[src/rtl/cps_pkg.sv]
// Package for the clock prescaler and sleep controller.
// Assumes a single 20 MHz clock and a synchronous active-low reset.
package cps_pkg;

  // ***********************************************************************
  // Register map
  // ***********************************************************************
  // Byte address of the clock divide control register.
  localparam logic [3:0] CPS_ADDR_CLKDIV = 4'h0;
  // Byte address of the power and sleep control register.
  localparam logic [3:0] CPS_ADDR_PWRSLP = 4'h1;
  // Byte address of the read-only sleep status register.
  localparam logic [3:0] CPS_ADDR_STATUS = 4'h2;

  // ***********************************************************************
  // Field positions
  // ***********************************************************************
  // Divide change unlock bit in the clock divide register.
  localparam int CPS_DIV_UNLOCK_BIT = 7;
  // Brown-out sleep disable bit in the power register.
  localparam int CPS_BOD_DIS_BIT = 7;
  // General purpose bit kept for the pull-up control.
  localparam int CPS_PULLUP_BIT = 6;
  // Sleep arm bit in the power register.
  localparam int CPS_SLEEP_ARM_BIT = 5;
  // Upper bit of the sleep kind field.
  localparam int CPS_KIND_HI_BIT = 4;
  // Lower bit of the sleep kind field.
  localparam int CPS_KIND_LO_BIT = 3;
  // Brown-out sleep unlock bit in the power register.
  localparam int CPS_BOD_UNLOCK_BIT = 2;

  // ***********************************************************************
  // Reset values and select limit
  // ***********************************************************************
  // Division select after reset with the fuse unprogrammed.
  localparam logic [3:0] CPS_DIV_RESET_PLAIN = 4'h0;
  // Division select after reset with the fuse programmed.
  localparam logic [3:0] CPS_DIV_RESET_DIV8 = 4'h3;
  // Power register value after reset.
  localparam logic [7:0] CPS_PWR_RESET = 8'h00;
  // Highest legal division select code.
  localparam logic [3:0] CPS_DIV_MAX = 4'h8;

  // ***********************************************************************
  // Timing
  // ***********************************************************************
  // Length of an unlock window in clock cycles.
  localparam logic [2:0] CPS_UNLOCK_CYCLES = 3'h4;
  // Delay before the brown-out disable becomes active.
  localparam logic [2:0] CPS_BOD_ACT_CYCLES = 3'h3;
  // Time the brown-out disable stays active.
  localparam logic [2:0] CPS_BOD_LIFE_CYCLES = 3'h3;
  // Extra halt cycles after a wake-up.
  localparam logic [2:0] CPS_WAKE_HALT_CYCLES = 3'h4;
  // Start-up time of the oscillator in cycles.
  localparam logic [7:0] CPS_STARTUP_CYCLES = 8'h06;

  // ***********************************************************************
  // Types
  // ***********************************************************************
  // Sleep kind encoding.
  typedef enum logic [1:0] {
    CPS_KIND_IDLE,
    CPS_KIND_ADC_NR,
    CPS_KIND_PWR_DOWN,
    CPS_KIND_STANDBY
  } cps_kind_e;

  // Sleep sequencer states.
  typedef enum logic [1:0] {
    CPS_ST_RUN,
    CPS_ST_SLEEP,
    CPS_ST_START,
    CPS_ST_HALT
  } cps_state_e;

endpackage : cps_pkg

[src/rtl/cps_div_if.sv]
// Interface carrying the division request into the divider.
// Assumes both ends run on the same master clock.
`timescale 1ns/100ps
`default_nettype none
interface cps_div_if;
  // Division select currently stored in the register.
  logic [3:0] sel;
  // One-cycle tick marking an active edge of the divided clock.
  logic tick;
  // Divided clock level.
  logic level;
  // Controller end drives the select.
  modport ctrl (output sel, input tick, input level);
  // Divider end produces the divided clock.
  modport div (input sel, output tick, output level);
endinterface : cps_div_if
`default_nettype wire

[src/rtl/cps_divider.sv]
// Glitch-free power-of-two divider of the master clock.
// Assumes the select comes from a register on the same clock.
`timescale 1ns/100ps
`default_nettype none
module cps_divider
  import cps_pkg::*;
(
  input wire logic clock,
  input wire logic resetn,
  cps_div_if.div dv
);

  // Count on the undivided clock, cleared at each half-period end.
  logic [7:0] cnt_r;
  // Select in force for the current period.
  logic [3:0] sel_r;
  // Output clock level.
  logic level_r;
  // Half-period reached for the select in force.
  logic half_done;
  // Tick pulse output.
  logic tick_r;

  // Half-period end: the low bits are all ones for the select in force.
  always_comb begin
    half_done = 1'b1;
    if (sel_r != 4'h0) begin
      half_done = ((cnt_r | ~((8'h01 << (sel_r - 4'h1)) - 8'h01)) == 8'hff);
    end
  end

  // ***********************************************************************
  // Counter and output
  // ***********************************************************************
  // The new select is taken only at a period boundary, so no period is
  // cut short and two active edges elapse before the new rate holds.
  always_ff @(posedge clock) begin
    if (!resetn) begin
      cnt_r <= 8'h00;
      sel_r <= 4'h0;
      level_r <= 1'b0;
      tick_r <= 1'b0;
    end else begin
      tick_r <= 1'b0;
      if (sel_r == 4'h0) begin
        // Divide by one: a tick on every edge.
        tick_r <= 1'b1;
        level_r <= ~level_r;
        cnt_r <= 8'h00;
        sel_r <= (dv.sel > CPS_DIV_MAX) ? CPS_DIV_MAX : dv.sel;
      end else if (half_done) begin
        cnt_r <= 8'h00;
        level_r <= ~level_r;
        if (!level_r) begin
          tick_r <= 1'b1;
        end else begin
          // Falling edge ends the period; adopt a new select here.
          sel_r <= (dv.sel > CPS_DIV_MAX) ? CPS_DIV_MAX : dv.sel;
        end
      end else begin
        cnt_r <= cnt_r + 8'h01;
      end
    end
  end

  assign dv.tick = tick_r;
  assign dv.level = level_r;

endmodule : cps_divider
`default_nettype wire

[src/rtl/cps_ctrl.sv]
// Clock prescaler and sleep controller, top module.
// Assumes a 20 MHz clock, synchronous active-low reset, a plain register
// port and a fuse level that is stable around reset.
//
// Function
// - unlock bit updates only with others zero
// - unlock clears after four cycles or select write
// - rewriting unlock neither restarts nor clears
// - prescale bits six to four read zero
// - divide by two to select, codes 0-8
// - fuse chooses reset select zero or three
// - any select accepted regardless of fuse
// - division change is glitch free
// - ripple counter on master clock, not readable
// - new rate after two active edges
// - sleep needs arm bit and sleep instruction
// - kind codes idle, adc, power-down, standby
// - wake stalls four cycles plus start-up
// - state kept; reset in sleep restarts
// - brown-out disable needs timed unlock write
// - brown-out disable active three, lasts three (code keeps it active four cycles)
// - no brown-out disable variant reads zero
// - idle stops cpu and flash clocks only
// - idle entry starts adc conversion if enabled
// - adc mode stops io, cpu, flash clocks
// - power-down stops oscillator and all clocks
//
// Local design decisions: strobed register access and the address map.
`timescale 1ns/100ps
`default_nettype none
module cps_ctrl
  import cps_pkg::*;
#(
  // One when the brown-out sleep disable feature exists.
  parameter bit HAS_BOD_DISABLE = 1'b1
) (
  input wire logic clock,
  input wire logic resetn,
  input wire logic [3:0] addr,
  input wire logic [7:0] wdata,
  input wire logic wr,
  input wire logic rd,
  output logic [7:0] rdata,
  input wire logic divide_by_eight_fuse,
  input wire logic sleep_instr,
  input wire logic wake_irq,
  input wire logic adc_enabled,
  output logic cpu_clk_en,
  output logic flash_clk_en,
  output logic io_clk_en,
  output logic adc_clk_en,
  output logic osc_en,
  output logic bod_off,
  output logic adc_start,
  output logic cpu_stall,
  output logic sys_clk,
  output logic sys_tick
);

  // ***********************************************************************
  // Declarations
  // ***********************************************************************
  // Division select field.
  logic [3:0] division_select_r;
  // Divide change unlock bit.
  logic divide_change_unlock_r;
  // Cycles since the unlock bit was set.
  logic [2:0] unlock_cnt_r;
  // Power register bits other than the brown-out pair.
  logic pullup_r;
  logic sleep_arm_r;
  logic [1:0] sleep_kind_r;
  logic [1:0] irq_sense_r;
  // Brown-out unlock bit and its window counter.
  logic brownout_sleep_unlock_r;
  logic [2:0] bod_unlock_cnt_r;
  // Brown-out disable bit, its age, and active flag.
  logic brownout_sleep_disable_r;
  logic [2:0] bod_age_r;
  logic bod_active;
  // Sleep sequencer.
  cps_state_e state_r;
  cps_kind_e kind_taken_r;
  logic [7:0] wait_cnt_r;
  // Registered outputs.
  logic [7:0] rdata_r;
  logic cpu_clk_en_r, flash_clk_en_r, io_clk_en_r, adc_clk_en_r, osc_en_r;
  logic bod_off_r, adc_start_r, cpu_stall_r, sys_clk_r, sys_tick_r;
  // Reset has just been released; used to catch the fuse.
  logic fuse_load_r;
  // Write strobes per register.
  logic wr_div, wr_pwr;
  // Sleep entry condition.
  logic enter_sleep;
  // Connection to the divider.
  cps_div_if dv ();

  // Decodes a bus address against a register address.
  function automatic logic hit(input logic [3:0] a, input logic [3:0] r);
    hit = (a == r);
  endfunction

  assign wr_div = wr && hit(addr, CPS_ADDR_CLKDIV);
  assign wr_pwr = wr && hit(addr, CPS_ADDR_PWRSLP);

  // ***********************************************************************
  // Clock divide control
  // ***********************************************************************
  // Fuse is caught on the first clock after reset, never by the reset.
  always_ff @(posedge clock) begin
    fuse_load_r <= !resetn;
  end

  // Unlock bit and its window.
  always_ff @(posedge clock) begin
    if (!resetn) begin
      divide_change_unlock_r <= 1'b0;
      unlock_cnt_r <= 3'h0;
    end else if (!divide_change_unlock_r) begin
      if (wr_div && wdata[CPS_DIV_UNLOCK_BIT] && (wdata[6:0] == 7'h00)) begin
        divide_change_unlock_r <= 1'b1;
        unlock_cnt_r <= 3'h1;
      end
    end else if ((wr_div && !wdata[CPS_DIV_UNLOCK_BIT]) ||
                 (unlock_cnt_r == CPS_UNLOCK_CYCLES)) begin
      // select write or timeout clears, rewrite does not
      divide_change_unlock_r <= 1'b0;
    end else begin
      unlock_cnt_r <= unlock_cnt_r + 3'h1;
    end
  end

  // Division select storage.
  always_ff @(posedge clock) begin
    if (!resetn) begin
      division_select_r <= CPS_DIV_RESET_PLAIN;
    end else if (fuse_load_r) begin
      division_select_r <= divide_by_eight_fuse ? CPS_DIV_RESET_DIV8 :
                           CPS_DIV_RESET_PLAIN;
    end else if (wr_div && divide_change_unlock_r &&
                 !wdata[CPS_DIV_UNLOCK_BIT]) begin
      division_select_r <= wdata[3:0];
    end
  end

  assign dv.sel = division_select_r;
  cps_divider u_div (
    .clock(clock),
    .resetn(resetn),
    .dv(dv)
  );

  // ***********************************************************************
  // Power and sleep control
  // ***********************************************************************
  // Plain control bits; they keep their value through sleep.
  always_ff @(posedge clock) begin
    if (!resetn) begin
      pullup_r <= CPS_PWR_RESET[CPS_PULLUP_BIT];
      sleep_arm_r <= CPS_PWR_RESET[CPS_SLEEP_ARM_BIT];
      sleep_kind_r <= CPS_PWR_RESET[CPS_KIND_HI_BIT:CPS_KIND_LO_BIT];
      irq_sense_r <= CPS_PWR_RESET[1:0];
    end else if (wr_pwr) begin
      pullup_r <= wdata[CPS_PULLUP_BIT];
      sleep_arm_r <= wdata[CPS_SLEEP_ARM_BIT];
      sleep_kind_r <= wdata[CPS_KIND_HI_BIT:CPS_KIND_LO_BIT];
      irq_sense_r <= wdata[1:0];
    end
  end

  // Brown-out unlock: set by writing both bits, lasts four cycles.
  always_ff @(posedge clock) begin
    if (!resetn || !HAS_BOD_DISABLE) begin
      brownout_sleep_unlock_r <= 1'b0;
      bod_unlock_cnt_r <= 3'h0;
    end else if (wr_pwr && wdata[CPS_BOD_DIS_BIT] &&
                 wdata[CPS_BOD_UNLOCK_BIT]) begin
      brownout_sleep_unlock_r <= 1'b1;
      bod_unlock_cnt_r <= 3'h1;
    end else if (brownout_sleep_unlock_r) begin
      if ((wr_pwr && !wdata[CPS_BOD_UNLOCK_BIT]) ||
          bod_unlock_cnt_r == CPS_UNLOCK_CYCLES) begin
        brownout_sleep_unlock_r <= 1'b0;
      end else begin
        bod_unlock_cnt_r <= bod_unlock_cnt_r + 3'h1;
      end
    end
  end

  // Brown-out disable bit with its activation delay and self clear.
  always_ff @(posedge clock) begin
    if (!resetn || !HAS_BOD_DISABLE) begin
      // absent feature keeps both bits zero
      brownout_sleep_disable_r <= 1'b0;
      bod_age_r <= 3'h0;
    end else if (wr_pwr && brownout_sleep_unlock_r &&
                 wdata[CPS_BOD_DIS_BIT] && !wdata[CPS_BOD_UNLOCK_BIT]) begin
      brownout_sleep_disable_r <= 1'b1;
      bod_age_r <= 3'h0;
    end else if (brownout_sleep_disable_r) begin
      // active after three, cleared after four more
      if (bod_age_r == CPS_BOD_ACT_CYCLES + CPS_BOD_LIFE_CYCLES - 3'h1) begin
        brownout_sleep_disable_r <= 1'b0;
      end
      bod_age_r <= bod_age_r + 3'h1;
    end
  end

  assign bod_active = brownout_sleep_disable_r &&
                      (bod_age_r >= CPS_BOD_ACT_CYCLES - 3'h1);

  // arm bit and instruction both needed
  assign enter_sleep = sleep_arm_r && sleep_instr;

  // ***********************************************************************
  // Sleep sequencer
  // ***********************************************************************
  // A reset in any state returns to run through the reset branch.
  always_ff @(posedge clock) begin
    if (!resetn) begin
      state_r <= CPS_ST_RUN;
      kind_taken_r <= CPS_KIND_IDLE;
      wait_cnt_r <= 8'h00;
      bod_off_r <= 1'b0;
    end else begin
      unique case (state_r)
        CPS_ST_RUN: begin
          if (enter_sleep) begin
            state_r <= CPS_ST_SLEEP;
            kind_taken_r <= cps_kind_e'(sleep_kind_r);
            bod_off_r <= bod_active;
          end
        end
        CPS_ST_SLEEP: begin
          if (wake_irq) begin
            state_r <= CPS_ST_START;
            wait_cnt_r <= CPS_STARTUP_CYCLES;
            bod_off_r <= 1'b0;
          end
        end
        CPS_ST_START: begin
          if (wait_cnt_r == 8'h01) begin
            state_r <= CPS_ST_HALT;
            wait_cnt_r <= {5'h00, CPS_WAKE_HALT_CYCLES};
          end else begin
            wait_cnt_r <= wait_cnt_r - 8'h01;
          end
        end
        CPS_ST_HALT: begin
          if (wait_cnt_r == 8'h01) begin
            state_r <= CPS_ST_RUN;
          end else begin
            wait_cnt_r <= wait_cnt_r - 8'h01;
          end
        end
      endcase
    end
  end

  // Clock gating per sleep kind.
  always_ff @(posedge clock) begin
    if (!resetn) begin
      cpu_clk_en_r <= 1'b1;
      flash_clk_en_r <= 1'b1;
      io_clk_en_r <= 1'b1;
      adc_clk_en_r <= 1'b1;
      osc_en_r <= 1'b1;
    end else if (state_r == CPS_ST_SLEEP && !wake_irq) begin
      cpu_clk_en_r <= 1'b0;
      flash_clk_en_r <= 1'b0;
      io_clk_en_r <= 1'b0;
      adc_clk_en_r <= 1'b0;
      osc_en_r <= 1'b1;
      unique case (kind_taken_r)
        CPS_KIND_IDLE: begin
          io_clk_en_r <= 1'b1;
          adc_clk_en_r <= 1'b1;
        end
        CPS_KIND_ADC_NR: begin
          adc_clk_en_r <= 1'b1;
        end
        CPS_KIND_PWR_DOWN: begin
          osc_en_r <= 1'b0;
        end
        CPS_KIND_STANDBY: begin
        end
      endcase
    end else begin
      cpu_clk_en_r <= (state_r == CPS_ST_RUN);
      flash_clk_en_r <= (state_r == CPS_ST_RUN);
      io_clk_en_r <= 1'b1;
      adc_clk_en_r <= 1'b1;
      osc_en_r <= 1'b1;
    end
  end

  // Stall, ADC start and divided clock outputs.
  always_ff @(posedge clock) begin
    if (!resetn) begin
      cpu_stall_r <= 1'b0;
      adc_start_r <= 1'b0;
      sys_clk_r <= 1'b0;
      sys_tick_r <= 1'b0;
    end else begin
      cpu_stall_r <= (state_r != CPS_ST_RUN);
      // conversion on idle or adc entry
      adc_start_r <= enter_sleep && (state_r == CPS_ST_RUN) && adc_enabled &&
                     (sleep_kind_r[1] == 1'b0);
      sys_clk_r <= dv.level;
      sys_tick_r <= dv.tick;
    end
  end

  // ***********************************************************************
  // Read port
  // ***********************************************************************
  // Read data stand in the cycle after the strobe; unmapped reads zero.
  always_ff @(posedge clock) begin
    if (!resetn) begin
      rdata_r <= 8'h00;
    end else begin
      rdata_r <= 8'h00;
      if (rd && hit(addr, CPS_ADDR_CLKDIV)) begin
        rdata_r <= {divide_change_unlock_r, 3'h0, division_select_r};
      end else if (rd && hit(addr, CPS_ADDR_PWRSLP)) begin
        rdata_r <= {brownout_sleep_disable_r, pullup_r, sleep_arm_r,
                    sleep_kind_r, brownout_sleep_unlock_r, irq_sense_r};
      end else if (rd && hit(addr, CPS_ADDR_STATUS)) begin
        rdata_r <= {5'h00, bod_active, state_r};
      end
    end
  end

  assign rdata = rdata_r;
  assign cpu_clk_en = cpu_clk_en_r;
  assign flash_clk_en = flash_clk_en_r;
  assign io_clk_en = io_clk_en_r;
  assign adc_clk_en = adc_clk_en_r;
  assign osc_en = osc_en_r;
  assign bod_off = bod_off_r;
  assign adc_start = adc_start_r;
  assign cpu_stall = cpu_stall_r;
  assign sys_clk = sys_clk_r;
  assign sys_tick = sys_tick_r;

endmodule : cps_ctrl
`default_nettype wire

[config.mk]
export PLATFORM = sky130hd
export DESIGN_NAME = cps_ctrl
export DESIGN_NICKNAME = d
export VERILOG_FILES = /design/src/rtl/cps_pkg.sv /design/src/rtl/cps_div_if.sv /design/src/rtl/cps_divider.sv /design/src/rtl/cps_ctrl.sv
export SDC_FILE = /design/constraint.sdc
export NUM_CORES = 1
export LEC_CHECK = 0
export ABC_AREA = 1
export BUFFER_PORTS_ARGS = -buffer_cell sky130_fd_sc_hd__buf_4
export CAP_MARGIN = 20
export CORE_UTILIZATION = 40
export CTS_CLUSTER_DIAMETER = 150
export CTS_CLUSTER_SIZE = 16
export DETAILED_ROUTE_END_ITERATION = 6
export PLACE_DENSITY = 0.7
export SYNTH_ARGS = -nofsm -noshare
export SYNTH_HDL_FRONTEND = slang
export SYNTH_SLANG_ARGS = --single-unit
[constraint.sdc]
create_clock -name clock -period 1.7 [get_ports clock]
set_clock_uncertainty 0.1 [all_clocks]
set_input_delay 0.34 -clock clock [delete_from_list [all_inputs] [get_ports clock]]
set_output_delay 0.34 -clock clock [all_outputs]
set_load 0.05 [all_outputs]
==> summary.md, run 1 <==
| Metric | Value |
|---|---|
| Status | `complete, but fails checks` |
| Violated checks | `negative setup slack` |
| Worst Path Buf+Inv | `1` |
| CTS tree | `done` |
| Min-delay src | `adc_enabled` |
| Vias post-DR | `2897` |
| Clk buf depth | `2` |
| Setup slack after layout | `-0.08295 ns` |
| GP Congestion | `0.8139` |
| TritonRoute pass-1 iters | `4` |
| Avg Synthesized Cell Area | `7.422 um2` |
| Clk sinks | `66` |
| First-pass GRT wire length | `11690 um` |
| Total GRT Usage | `17.48%` |
| Total placed instance area | `3724 um2` |
| Post-synthesis sequential area ratio | `41.89%` |
| Setup Slack @ Placement | `-0.09819 ns` |
| Vias in the first global route | `2728` |
| Tmin final | `1.783 ns` |
| TritonCTS Buffers | `9` |
| Crit path from | `u_div.sel_r[0]$_SDFFE_PN0P_` |
| Critical path peak fanout | `5` |
| RR Startpoint | `u_div.sel_r[0]$_SDFFE_PN0P_` |
| Post-DRT Antenna Nets | `0` |
| Peak Freq | `0.5609 GHz` |
| Internal power | `2.953 mW` |
| Final WL | `7094 um` |
| Die height | `90.80 um` |
| Vias per inst | `4.773` |
| Delay-heaviest family, CP | `simple AND/OR/NAND/NOR gates` |
| Mapped Area | `3154 um2` |
| Actual slew at the worst max-slew pin | `0.3599 ns` |
| Area growth, synth to finish | `31.50%` |
| Final setup viols | `15` |
| Syn. warnings | `0` |
| Drt first-iter violations | `135` |
| Die area | `8245 um2` |
| Worst-path clk slew | `0.07 ns` |
| Kind of critical path | `register to register` |
| Buffers on Ports | `37` |
| Fill count | `734` |
| Reg power frac | `39.1%` |
| Initial core utilization | `41.03%` |
| Yosys reg bits | `66` |
| Slew headroom | `75.82%` |
| Worst min path class | `input pin to register` |
| Ratio of cells with drive above 1 in the final layout | `30.89%` |
| Crit start category | `register` |
| Layout Cells excl Fill | `607` |
| Slew Viols, Final | `0` |
| Most frequent cells in the layout | `68 x nand2_1, 68 x buf_4, 59 x inv_1, 59 x dfxtp_1, 43 x nor2_1` |
| IO Pins | `38` |
| DR DRC count | `0` |
| Leak | `1.752 nW` |
| Num rows | `32` |
| Max-cap violations | `0` |
| Design area | `4148 um2` |
| Critical-path top delay cell | `dfxtp_4` |
| Psw | `1.648 mW` |
| RSZ-0062 raised after global routing | `true` |
| Post-Synthesis Cells | `425` |
| Worst Path Arrival | `1.96 ns` |
| Dpl cells | `581` |
| CP Capture Type | `register` |
| Critical Path RT | `1.87 ns` |
| Root buffer cell | `clkbuf_8` |
| Die Wd | `90.80 um` |
| Syn_nets | `461` |
| Pin count of the biggest net entering global routing | `27` |
| Maximum vdd ir drop | `568.9 uV` |
| Count of cell types in the netlist | `37` |
| Antenna violations before repair | `0` |
| Crit-path max cell delay | `0.39 ns` |
| Period utilisation layout | `104.9%` |
| Critical path, cell by cell | `inv_4 > nor2_4 > nand2_2 > ha_4 > nor2_2 > a21oi_2 > nand3_2 > nor2_4 > nand3_4 > nand2_4 > nand2_1 > a21oi_2` |
| WL/cell | `11.69 um` |
| Pwr/cell area | `1109 nW/um2` |
| Half-perimeter wire length after placement | `5099 um` |
| Clock Latency Late Sink | `0.34 ns` |
| ANT cells | `0` |
| Switching portion of total power | `35.82%` |
| Final Hold Fails | `0` |
| Final Net Count | `536` |
| Core Region | `7687 um2` |
| Clock power frac | `28.5%` |
| Cts hold-fix bufs | `0` |
| Total gr overflow | `0` |
| H-tree Lvls | `3` |
| Combinational power share | `32.5%` |
## logic make-up after synthesis
| logic type | count (synthesis) | share of synthesized area (%) |
|---|---|---|
| DFF | 66 | 41.89 |
| AOI/OAI and AO/OA | 74 | 13.37 |
| adders and majority gates | 16 | 6.347 |
| xor gates and xnor gates | 7 | 1.944 |
| buffers and inverters | 75 | 9.044 |
| and+or+nand+nor | 187 | 27.41 |
## cell type report
cell class,count,area [um2],area share (%)
Clock inverter,6,66.31,1.599
Inverter,70,267.8,6.456
Clock buffer,10,127.6,3.077
Tap cell,102,127.6,3.077
Sequential cell,66,1338,32.25
Multi-Input combinational cell,284,1699,40.97
Timing Repair Buffer,69,521.8,12.58
## synth_stat cells
master     instances  area (um2)
clkinv_1           1       3.750
nor2_2             4       25.02
nand3_4            1       17.52
nand4_1            5       31.28
a21boi_0           1       7.510
and3_1             1       6.260
o21ai_1            1       5.000
nor3_1            12       60.06
inv_1             63       236.5
nand3_1           19       95.09
nor4_1             1       6.260
o21ai_4            1       16.27
nand3b_1           1       7.510
ha_1              16       200.2
o2111ai_1          1       8.760
nand2_1           77       289.0
buf_4              1       7.510
o211ai_1           1       7.510
inv_2              6       22.52
xor2_1             6       52.55
dfxtp_1           66        1321
or2_2              5       31.28
nand3_2            3       30.03
clkbuf_1           3       11.26
nand2_2            4       25.02
o221ai_1           1       8.760
o21ai_0           20       100.1
a211oi_1           2       15.01
buf_1              1       3.750
a2111oi_0          1       8.760
nor2_4             3       33.78
a21oi_2            4       35.03
a31oi_1            3       18.77
a21oi_1           38       190.2
xnor2_1            1       8.760
nand2_4            2       22.52
nor2_1            49       183.9
## metal layers
| metal | wire [um] | GRT usage (%) | vias to the layer above |
|---|---|---|---|
| met1 | 3368 | 22.59 | 1298 |
| met5 | 0 | 0 | - |
| met2 | 3234 | 28.54 | 67 |
| li1 | - | - | 1514 |
| met4 | 176 | 7.143 | 0 |
| met3 | 314 | 3.367 | 18 |
## final timing paths
check / end / slack [ns] / cells past startpoint
max: u_div.sel_r[3]$_SDFFE_PN0P_ / -0.08 / 12
min: adc_start$_SDFF_PN0_ / 0.14 / 3
max reg2reg: u_div.sel_r[3]$_SDFFE_PN0P_ / -0.08 / 12
min reg2reg: sys_tick$_SDFF_PN0_ / 0.31 / 2
## sequential cells by signal, indices dropped and copies added (netlist names), 2 cells and up
name,count
rdata,8
u_div.cnt_r,8
wait_cnt_r,8
division_select_r,4
u_div.sel_r,4
bod_age_r,3
bod_unlock_cnt_r,3
unlock_cnt_r,3
irq_sense_r,2
kind_taken_r,2
sleep_kind_r,2
state_r,2
## power groups by stage
stage                     clock network, mW  registers [mW]  logic, mW
after global routing                   1.40            1.82       1.62
after global placement                    0            1.80       1.14
after CTS                              1.33            1.77       1.26
after floorplan                           0            1.87      0.747
final                                  1.31            1.80       1.49
after detailed placement                  0            1.80       1.17
## metrics by stage
step           utilization [%]  power, mW  TNS, ns  hold WS, ns
6_report                 53.96      4.602  -0.7648       0.1437
2_1_floorplan                -      2.620  -0.1446       0.2885
5_1_grt                  53.96      4.844   -2.799       0.1582
4_1_cts                  52.16      4.368  -0.5010       0.1328
3_3_place_gp             48.44      2.941  -0.3104       0.2990
3_5_place_dp             48.44      2.975   -1.114       0.2968
## worst min-delay path, stage by stage
cell and delay [ns]:
buf_4 0.11, nand2_1 0.05, nor3_1 0.04
## repair_timing
item                                    4_1_cts  5_1_grt
pin swaps                                     3       15
resized for setup                            14       37
buffers inserted                              7        4
hold endpoints to repair                      0        0
cloned                                        0        0
endpoints found under the setup margin       19       24
No activity file was read; power rests on OpenSTA's default activity.
==> run 2: changes to the inputs <==
- CELL_PAD_IN_SITES_DETAIL_PLACEMENT: unset -> 0
- CELL_PAD_IN_SITES_GLOBAL_PLACEMENT: unset -> 2
- CORE_UTILIZATION: 40 -> 33
- PLACE_DENSITY: 0.7 -> 0.88
- SLEW_MARGIN: unset -> 10
- clock period: 1.7 -> 1.9 ns (I/O delays scaled with it)
==> run 2 against run 1 <==
The run now ends clean. Hold slack gained 0.047 ns. Sequential share of layout area grew 1.8 points. Combinational power shrank 32%. Power shrank 21%. Global-route usage shrank 2.5 points.
==> summary.md, run 2 (synthesized netlist as in run 1, its figures left out) <==
| Metric | Value |
|---|---|
| Most common library cell in the layout ignoring fill and taps | `nand2_1` |
| Clock power frac | `28.9% (+0.4 points)` |
| Die Wd | `99.77 um (+9.9%)` |
| TritonCTS Buffers | `9 (unchanged)` |
| Worst min path class | `input pin to register` |
| Drt first-iter violations | `66 (-51%)` |
| Fin Setup TNS | `0 ns (+0.7648 ns)` |
| Most used cell, CP | `nor2_4` |
| Core Region | `9240 um2 (+20%)` |
| Setup Slack @ Placement | `-0.004047 ns (+0.09414 ns)` |
| First-pass GRT wire length | `11600 um (-0.77%)` |
| Design area | `3905 um2 (-5.9%)` |
| Num rows | `35 (+9.4%)` |
| H-tree Lvls | `3 (unchanged)` |
| Status | `complete, no violations` |
| Cts hold-fix bufs | `0 (unchanged)` |
| Critical Path RT | `2.06 ns (+0.19 ns)` |
| Final Net Count | `517 (-3.5%)` |
| GP Congestion | `0.7893 (-3.0%)` |
| Antenna violations before repair | `0 (unchanged)` |
| Pin count of the biggest net entering global routing | `25 (-7.4%)` |
| Half-perimeter wire length after placement | `5181 um (+1.6%)` |
| Buffers on Ports | `37 (unchanged)` |
| DR DRC count | `0 (unchanged)` |
| Setup slack after layout | `0.08045 ns (+0.1634 ns)` |
| Crit-path max cell delay | `0.39 ns (about the same)` |
| Total chip power | `3.655 mW (-21%)` |
| Psw | `1.247 mW (-24%)` |
| Die height | `99.77 um (+9.9%)` |
| CTS tree | `done` |
| Vias in the first global route | `2596 (-4.8%)` |
| Total placed instance area | `3646 um2 (-2.1%)` |
| IO Pins | `38 (unchanged)` |
| Final Hold Fails | `0 (unchanged)` |
| Final setup viols | `0 (-15)` |
| Vias per inst | `4.446 (-6.8%)` |
| CP Capture Type | `register` |
| ANT cells | `0 (unchanged)` |
| Slew Viols, Final | `0 (unchanged)` |
| WL/cell | `11.01 um (-5.8%)` |
| Leak | `1.633 nW (-6.8%)` |
| Core Util, Final | `42.26% (-12 points)` |
| Ratio of cells with drive above 1 in the final layout | `22.27% (-8.6 points)` |
| Switching portion of total power | `34.13% (-1.7 points)` |
| Critical path, cell by cell | `inv_4 > nor2_4 > nand2_2 > ha_4 > nor2_2 > a21oi_2 > nand3_2 > nor2_4 > nand3_4 > nand2_4 > nand2_1 > a21oi_1` |
| Max-cap violations | `0 (unchanged)` |
| RSZ-0062 raised after global routing | `true` |
| Most frequent cells in the layout | `75 x nand2_1, 62 x inv_1, 62 x dfxtp_1` |
| Die area | `9953 um2 (+21%)` |
| Initial core utilization | `34.14% (-6.9 points)` |
| Period utilisation layout | `95.77% (-9.1 points)` |
| Total gr overflow | `0 (unchanged)` |
| Combinational power share | `27.6% (-4.9 points)` |
| Peak Freq | `0.5496 GHz (-2.0%)` |
| Tmin final | `1.820 ns (+0.03659 ns)` |
| Reg power frac | `43.5% (+4.4 points)` |
| Clk buf depth | `2 (unchanged)` |
| Area growth, synth to finish | `23.80%` |
| Clk sinks | `66 (unchanged)` |
| Root buffer cell | `clkbuf_8` |
| Clock Latency Late Sink | `0.34 ns (about the same)` |
| Crit start category | `register` |
| TritonRoute pass-1 iters | `4 (unchanged)` |
| Critical-path top delay cell | `dfxtp_4` |
| Vias post-DR | `2730 (-5.8%)` |
| Pwr/cell area | `936.0 nW/um2 (-16%)` |
| Critical path peak fanout | `5 (unchanged)` |
| Actual slew at the worst max-slew pin | `0.3039 ns (-0.05605 ns)` |
| Final WL | `6758 um (-4.7%)` |
| Worst Path Arrival | `1.98 ns (+0.02 ns)` |
| Maximum vdd ir drop | `359.7 uV (-37%)` |
| Worst-path clk slew | `0.07 ns (about the same)` |
| Post-DRT Antenna Nets | `0 (unchanged)` |
| Internal power | `2.407 mW (-18%)` |
| Kind of critical path | `register to register` |
| Total GRT Usage | `14.97% (-2.5 points)` |
| Slew headroom | `79.22% (+3.4 points)` |
[run 2: cell types whose count changed in the layout (fill, tap and decap cells not counted), moves of 4 or more]
cell and delta:
a21oi_2 -4, nand2_1 +7, a21oi_1 +4, nand2_2 -5
buf_4 -18, inv_2 -4
[run 2: repair_timing]
action / CTS / global route
setup buffers: 0 / 3
pin swaps: 0 / 7
endpoints found under the setup margin: 8 / 19
cloned: 0 / 0
gates resized for setup: 2 / 19
[run 2: through the flow]
stage	hold WS (ns)	cells
after floorplan	0.2885	425
after global placement	0.2966	596
after detailed placement	0.2972	596
after CTS	0.1696	611
after global routing	0.1792	614
final	0.1909	614
[run 2: layer usage]
layer / share of wire (%) / global-route usage (%)
met1: 51 / 19.59
met2: 43 / 23.34
met3: 3.2 / 2.811
met4: 2.1 / 7.919
met5: 0 / 0
[run 2: path summary, 6_finish.rpt]
path                                     from                            to  slack [ns]  depth (start not counted)
hold reg to reg      u_div.dv.tick$_SDFF_PN0_           sys_tick$_SDFF_PN0_        0.31                          2
setup reg to reg  u_div.sel_r[1]$_SDFFE_PN0P_   u_div.sel_r[3]$_SDFFE_PN0P_        0.08                         12
hold / removal                       wdata[3]  sleep_kind_r[0]$_SDFFE_PN0P_        0.19                          3
setup / recovery  u_div.sel_r[1]$_SDFFE_PN0P_   u_div.sel_r[3]$_SDFFE_PN0P_        0.08                         12
[run 2: worst max-delay path: cells and delay by family, from the launching register on]
| kind | cells | cell delay, ns |
|---|---|---|
| AOI/OAI and AO/OA | 2 | 0.23 |
| buffers and inverters | 1 | 0.04 |
| and+or+nand+nor | 8 | 0.70 |
| adders and majority gates | 1 | 0.27 |
| DFF | 1 | 0.39 |
[run 2: final cells by class]
| cell class | instances | area [um2] |
|---|---|---|
| repair buffers | 50 | 375.4 |
| multi-input cells | 284 | 1595 |
| clock buffers | 13 | 158.9 |
| fillers | 957 | 5335 |
| inverters | 70 | 270.3 |
| clock inverters | 2 | 12.51 |
| well taps | 129 | 161.4 |
| flip-flops and latches | 66 | 1331 |
[run 2: power by group through the flow]
stage	sequential [mW]	clock [mW]	combinational, mW
2_1_floorplan	1.68	0	0.657
3_3_place_gp	1.61	0	0.967
3_5_place_dp	1.61	0	0.964
4_1_cts	1.58	1.10	0.973
5_1_grt	1.60	1.16	1.13
6_report	1.59	1.06	1.01
==> run 3: changes to the inputs <==
- BUFFER_PORTS_ARGS: -buffer_cell sky130_fd_sc_hd__buf_4 -> unset
- CORE_UTILIZATION: 33 -> 36
- DONT_BUFFER_PORTS: unset -> 1
- PLACE_DENSITY: 0.88 -> 0.87
==> run 3 against run 2 <==
Via count down 4.0%. Critical path type unchanged. Combinational power is 9% lower. Non-clock buffer count down 34. Largest power group unchanged. Clock power up 15%. Clock-buffer cell count did not move. Critical path depth unchanged. Flip-flop and latch count did not move. Worst setup slack got worse by 0.0095 ns.
==> summary.md, run 3 (synthesized netlist as in run 1, its figures left out) <==
| Metric | Value |
|---|---|
| Final Net Count | `483 (-6.6%)` |
| Critical path, cell by cell | `inv_4 > nor2_4 > nand2_2 > ha_4 > nor2_2 > a21oi_2 > nand3_2 > nor2_4 > nand3_4 > nand2_4 > nand2_1 > a21oi_2` |
| Actual slew at the worst max-slew pin | `0.4975 ns (+0.1936 ns)` |
| Status | `complete, no violations` |
| Worst Path Arrival | `2.00 ns (+0.02 ns)` |
| Pwr/cell area | `1030 nW/um2 (+10%)` |
| DR DRC count | `0 (unchanged)` |
| Num rows | `33 (-5.7%)` |
| Core Util, Final | `43.97% (+1.7 points)` |
| Vias in the first global route | `2452 (-5.5%)` |
| Fill count | `875 (-8.6%)` |
| Critical-path top delay cell | `dfxtp_4` |
| Clock power frac | `32.4% (+3.5 points)` |
| Final WL | `6687 um (-1.1%)` |
| Combinational power share | `24.3% (-3.3 points)` |
| Max-cap violations | `0 (unchanged)` |
| Delay-heaviest family, CP | `simple AND/OR/NAND/NOR gates` |
| RSZ-0062 raised after global routing | `true` |
| Psw | `1.235 mW (-1.0%)` |
| Most frequent cells in the layout | `75 x nand2_1, 62 x inv_1, 62 x dfxtp_1` |
| Post-DRT Antenna Nets | `0 (unchanged)` |
| Worst Path Buf+Inv | `1 (unchanged)` |
| Worst-path clk slew | `0.07 ns (about the same)` |
| Core Region | `8341 um2 (-9.7%)` |
| Tmin final | `1.829 ns (+0.009473 ns)` |
| Multi-input logic area | `1613 um2 (+1.1%)` |
| TritonRoute pass-1 iters | `4 (unchanged)` |
| WL/cell | `12.03 um (+9.3%)` |
| Clk buf depth | `2 (unchanged)` |
| Critical Path RT | `2.07 ns (about the same)` |
| WHS Path Cells | `2 (-1)` |
| Met3 Wirelength | `323 um (+48%)` |
| Crit start category | `register` |
| Root buffer cell | `clkbuf_8` |
| Most common library cell in the layout ignoring fill and taps | `nand2_1` |
| Die Wd | `95.61 um (-4.2%)` |
| ANT cells | `0 (unchanged)` |
| Register area | `1331 um2 (unchanged)` |
| Crit-path max cell delay | `0.39 ns (about the same)` |
| Clock Latency Late Sink | `0.34 ns (about the same)` |
| Maximum vdd ir drop | `477.2 uV (+33%)` |
| Slew headroom | `66.79% (-12 points)` |
| Kind of critical path | `register to register` |
| Internal power | `2.542 mW (+5.6%)` |
| Final setup viols | `0 (unchanged)` |
| Slew Viols, Final | `0 (unchanged)` |
| Pin count of the biggest net entering global routing | `25 (unchanged)` |
| Drt first-iter violations | `83 (+26%)` |
| Area growth, synth to finish | `16.26%` |
| Antenna violations before repair | `0 (unchanged)` |
| Vias post-DR | `2622 (-4.0%)` |
| Die area | `9140 um2 (-8.2%)` |
| Half-perimeter wire length after placement | `5050 um (-2.5%)` |
| Final Hold Fails | `0 (unchanged)` |
| Worst min path class | `input pin to register` |
| Clk sinks | `66 (unchanged)` |
| Cts hold-fix bufs | `0 (unchanged)` |
| Vias per inst | `4.716 (+6.1%)` |
| Reg power frac | `43.3% (-0.2 points)` |
| Switching portion of total power | `32.70% (-1.4 points)` |
| Initial core utilization | `37.82% (+3.7 points)` |
| Total gr overflow | `0 (unchanged)` |
| Min-delay src | `resetn` |
| Critical path peak fanout | `5 (unchanged)` |
| Peak Freq | `0.5467 GHz (-0.52%)` |
| Dpl cells | `537 (-9.9%)` |
| Fin Setup TNS | `0 ns (unchanged)` |
| Buffers on Ports | `0 (-100%)` |
| R2r worst-path depth | `12 (unchanged)` |
| CTS tree | `done` |
| Leak | `1.488 nW (-8.8%)` |
| First-pass GRT wire length | `11370 um (-2.0%)` |
| DR top layer | `met4` |
| Layout Cells excl Fill | `556 (-9.4%)` |
| Total GRT Usage | `16.38% (+1.4 points)` |
| TritonCTS Buffers | `9 (unchanged)` |
| Period utilisation layout | `96.26% (+0.50 points)` |
| GP Congestion | `0.7695 (-2.5%)` |
| Die height | `95.61 um (-4.2%)` |
| R2r endpoint | `u_div.sel_r[1]$_SDFFE_PN0P_` |
| Ratio of cells with drive above 1 in the final layout | `17.07% (-5.2 points)` |
| Met1 wire length | `3362 um (-2.9%)` |
| H-tree Lvls | `3 (unchanged)` |
| WL met2 | `2927 um (-0.20%)` |
| Hold EP | `sys_tick$_SDFF_PN0_` |
| IO Pins | `38 (unchanged)` |
| RR Startpoint | `u_div.sel_r[1]$_SDFFE_PN0P_` |
| CP Capture Type | `register` |
| Slack of the worst reg-to-reg path | `0.07 ns (about the same)` |
-- run 3: worst max-delay path by stage --
stage,from,to,depth (start not counted)
6_report,u_div.sel_r[1]$_SDFFE_PN0P_,u_div.sel_r[1]$_SDFFE_PN0P_,12
5_1_grt,u_div.sel_r[1]$_SDFFE_PN0P_,u_div.sel_r[2]$_SDFFE_PN0P_,12
4_1_cts,u_div.sel_r[0]$_SDFFE_PN0P_,u_div.sel_r[2]$_SDFFE_PN0P_,13
3_5_place_dp,state_r[1]$_SDFFE_PN0P_,wait_cnt_r[3]$_SDFFE_PN0P_,10
3_3_place_gp,state_r[1]$_SDFFE_PN0P_,wait_cnt_r[3]$_SDFFE_PN0P_,10
2_1_floorplan,u_div.sel_r[1]$_SDFFE_PN0P_,u_div.sel_r[0]$_SDFFE_PN0P_,12
-- run 3: final cells by class --
cell class,count,area share [%]
well taps,105,3.582
inverters,70,7.301
multi-input cells,284,43.98
flip-flops and latches,66,36.30
clock buffers,13,4.606
clock inverters,2,0.9553
repair buffers,16,3.275
-- run 3: layer usage --
layer	vias up	global-route usage (%)
met5	-	0
met4	0	4.104
met1	1172	21.32
met3	5	6.061
li1	1404	-
met2	41	25.54
-- run 3: power groups by stage --
stage	sequential (mW)	combinational (mW)	clock [mW]
2_1_floorplan	1.68	0.657	0
5_1_grt	1.65	1.03	1.33
4_1_cts	1.63	0.861	1.27
3_5_place_dp	1.66	0.851	0
3_3_place_gp	1.66	0.851	0
6_report	1.64	0.916	1.22
-- run 3: through the flow --
step	setup slack [ns]	instance area (um2)	power (mW)	hold WS [ns]
after global routing	-0.04362	3667	4.017	0.05408
after floorplan	0.1380	3154	2.333	0.2885
after detailed placement	0.004471	3353	2.512	0.3050
final	0.07098	3667	3.777	0.06024
after global placement	0.03673	3353	2.511	0.3010
after CTS	0.03871	3561	3.758	0.03657
-- run 3: timing repair --
action | 4_1_cts | 5_1_grt
hold endpoints to repair | 0 | 0
pin swaps | 0 | 9
buffers inserted | 0 | 4
resized for setup | 2 | 22
setup endpoints to repair | 2 | 18
-- run 3: worst reg2reg max path, stage by stage (launching register included) --
cell	delay, ns
dfxtp_4	0.39
inv_4	0.04
nor2_4	0.12
nand2_2	0.08
ha_4	0.27
nor2_2	0.03
a21oi_2	0.10
nand3_2	0.09
nor2_4	0.14
nand3_4	0.12
nand2_4	0.12
nand2_1	0.07
a21oi_2	0.10
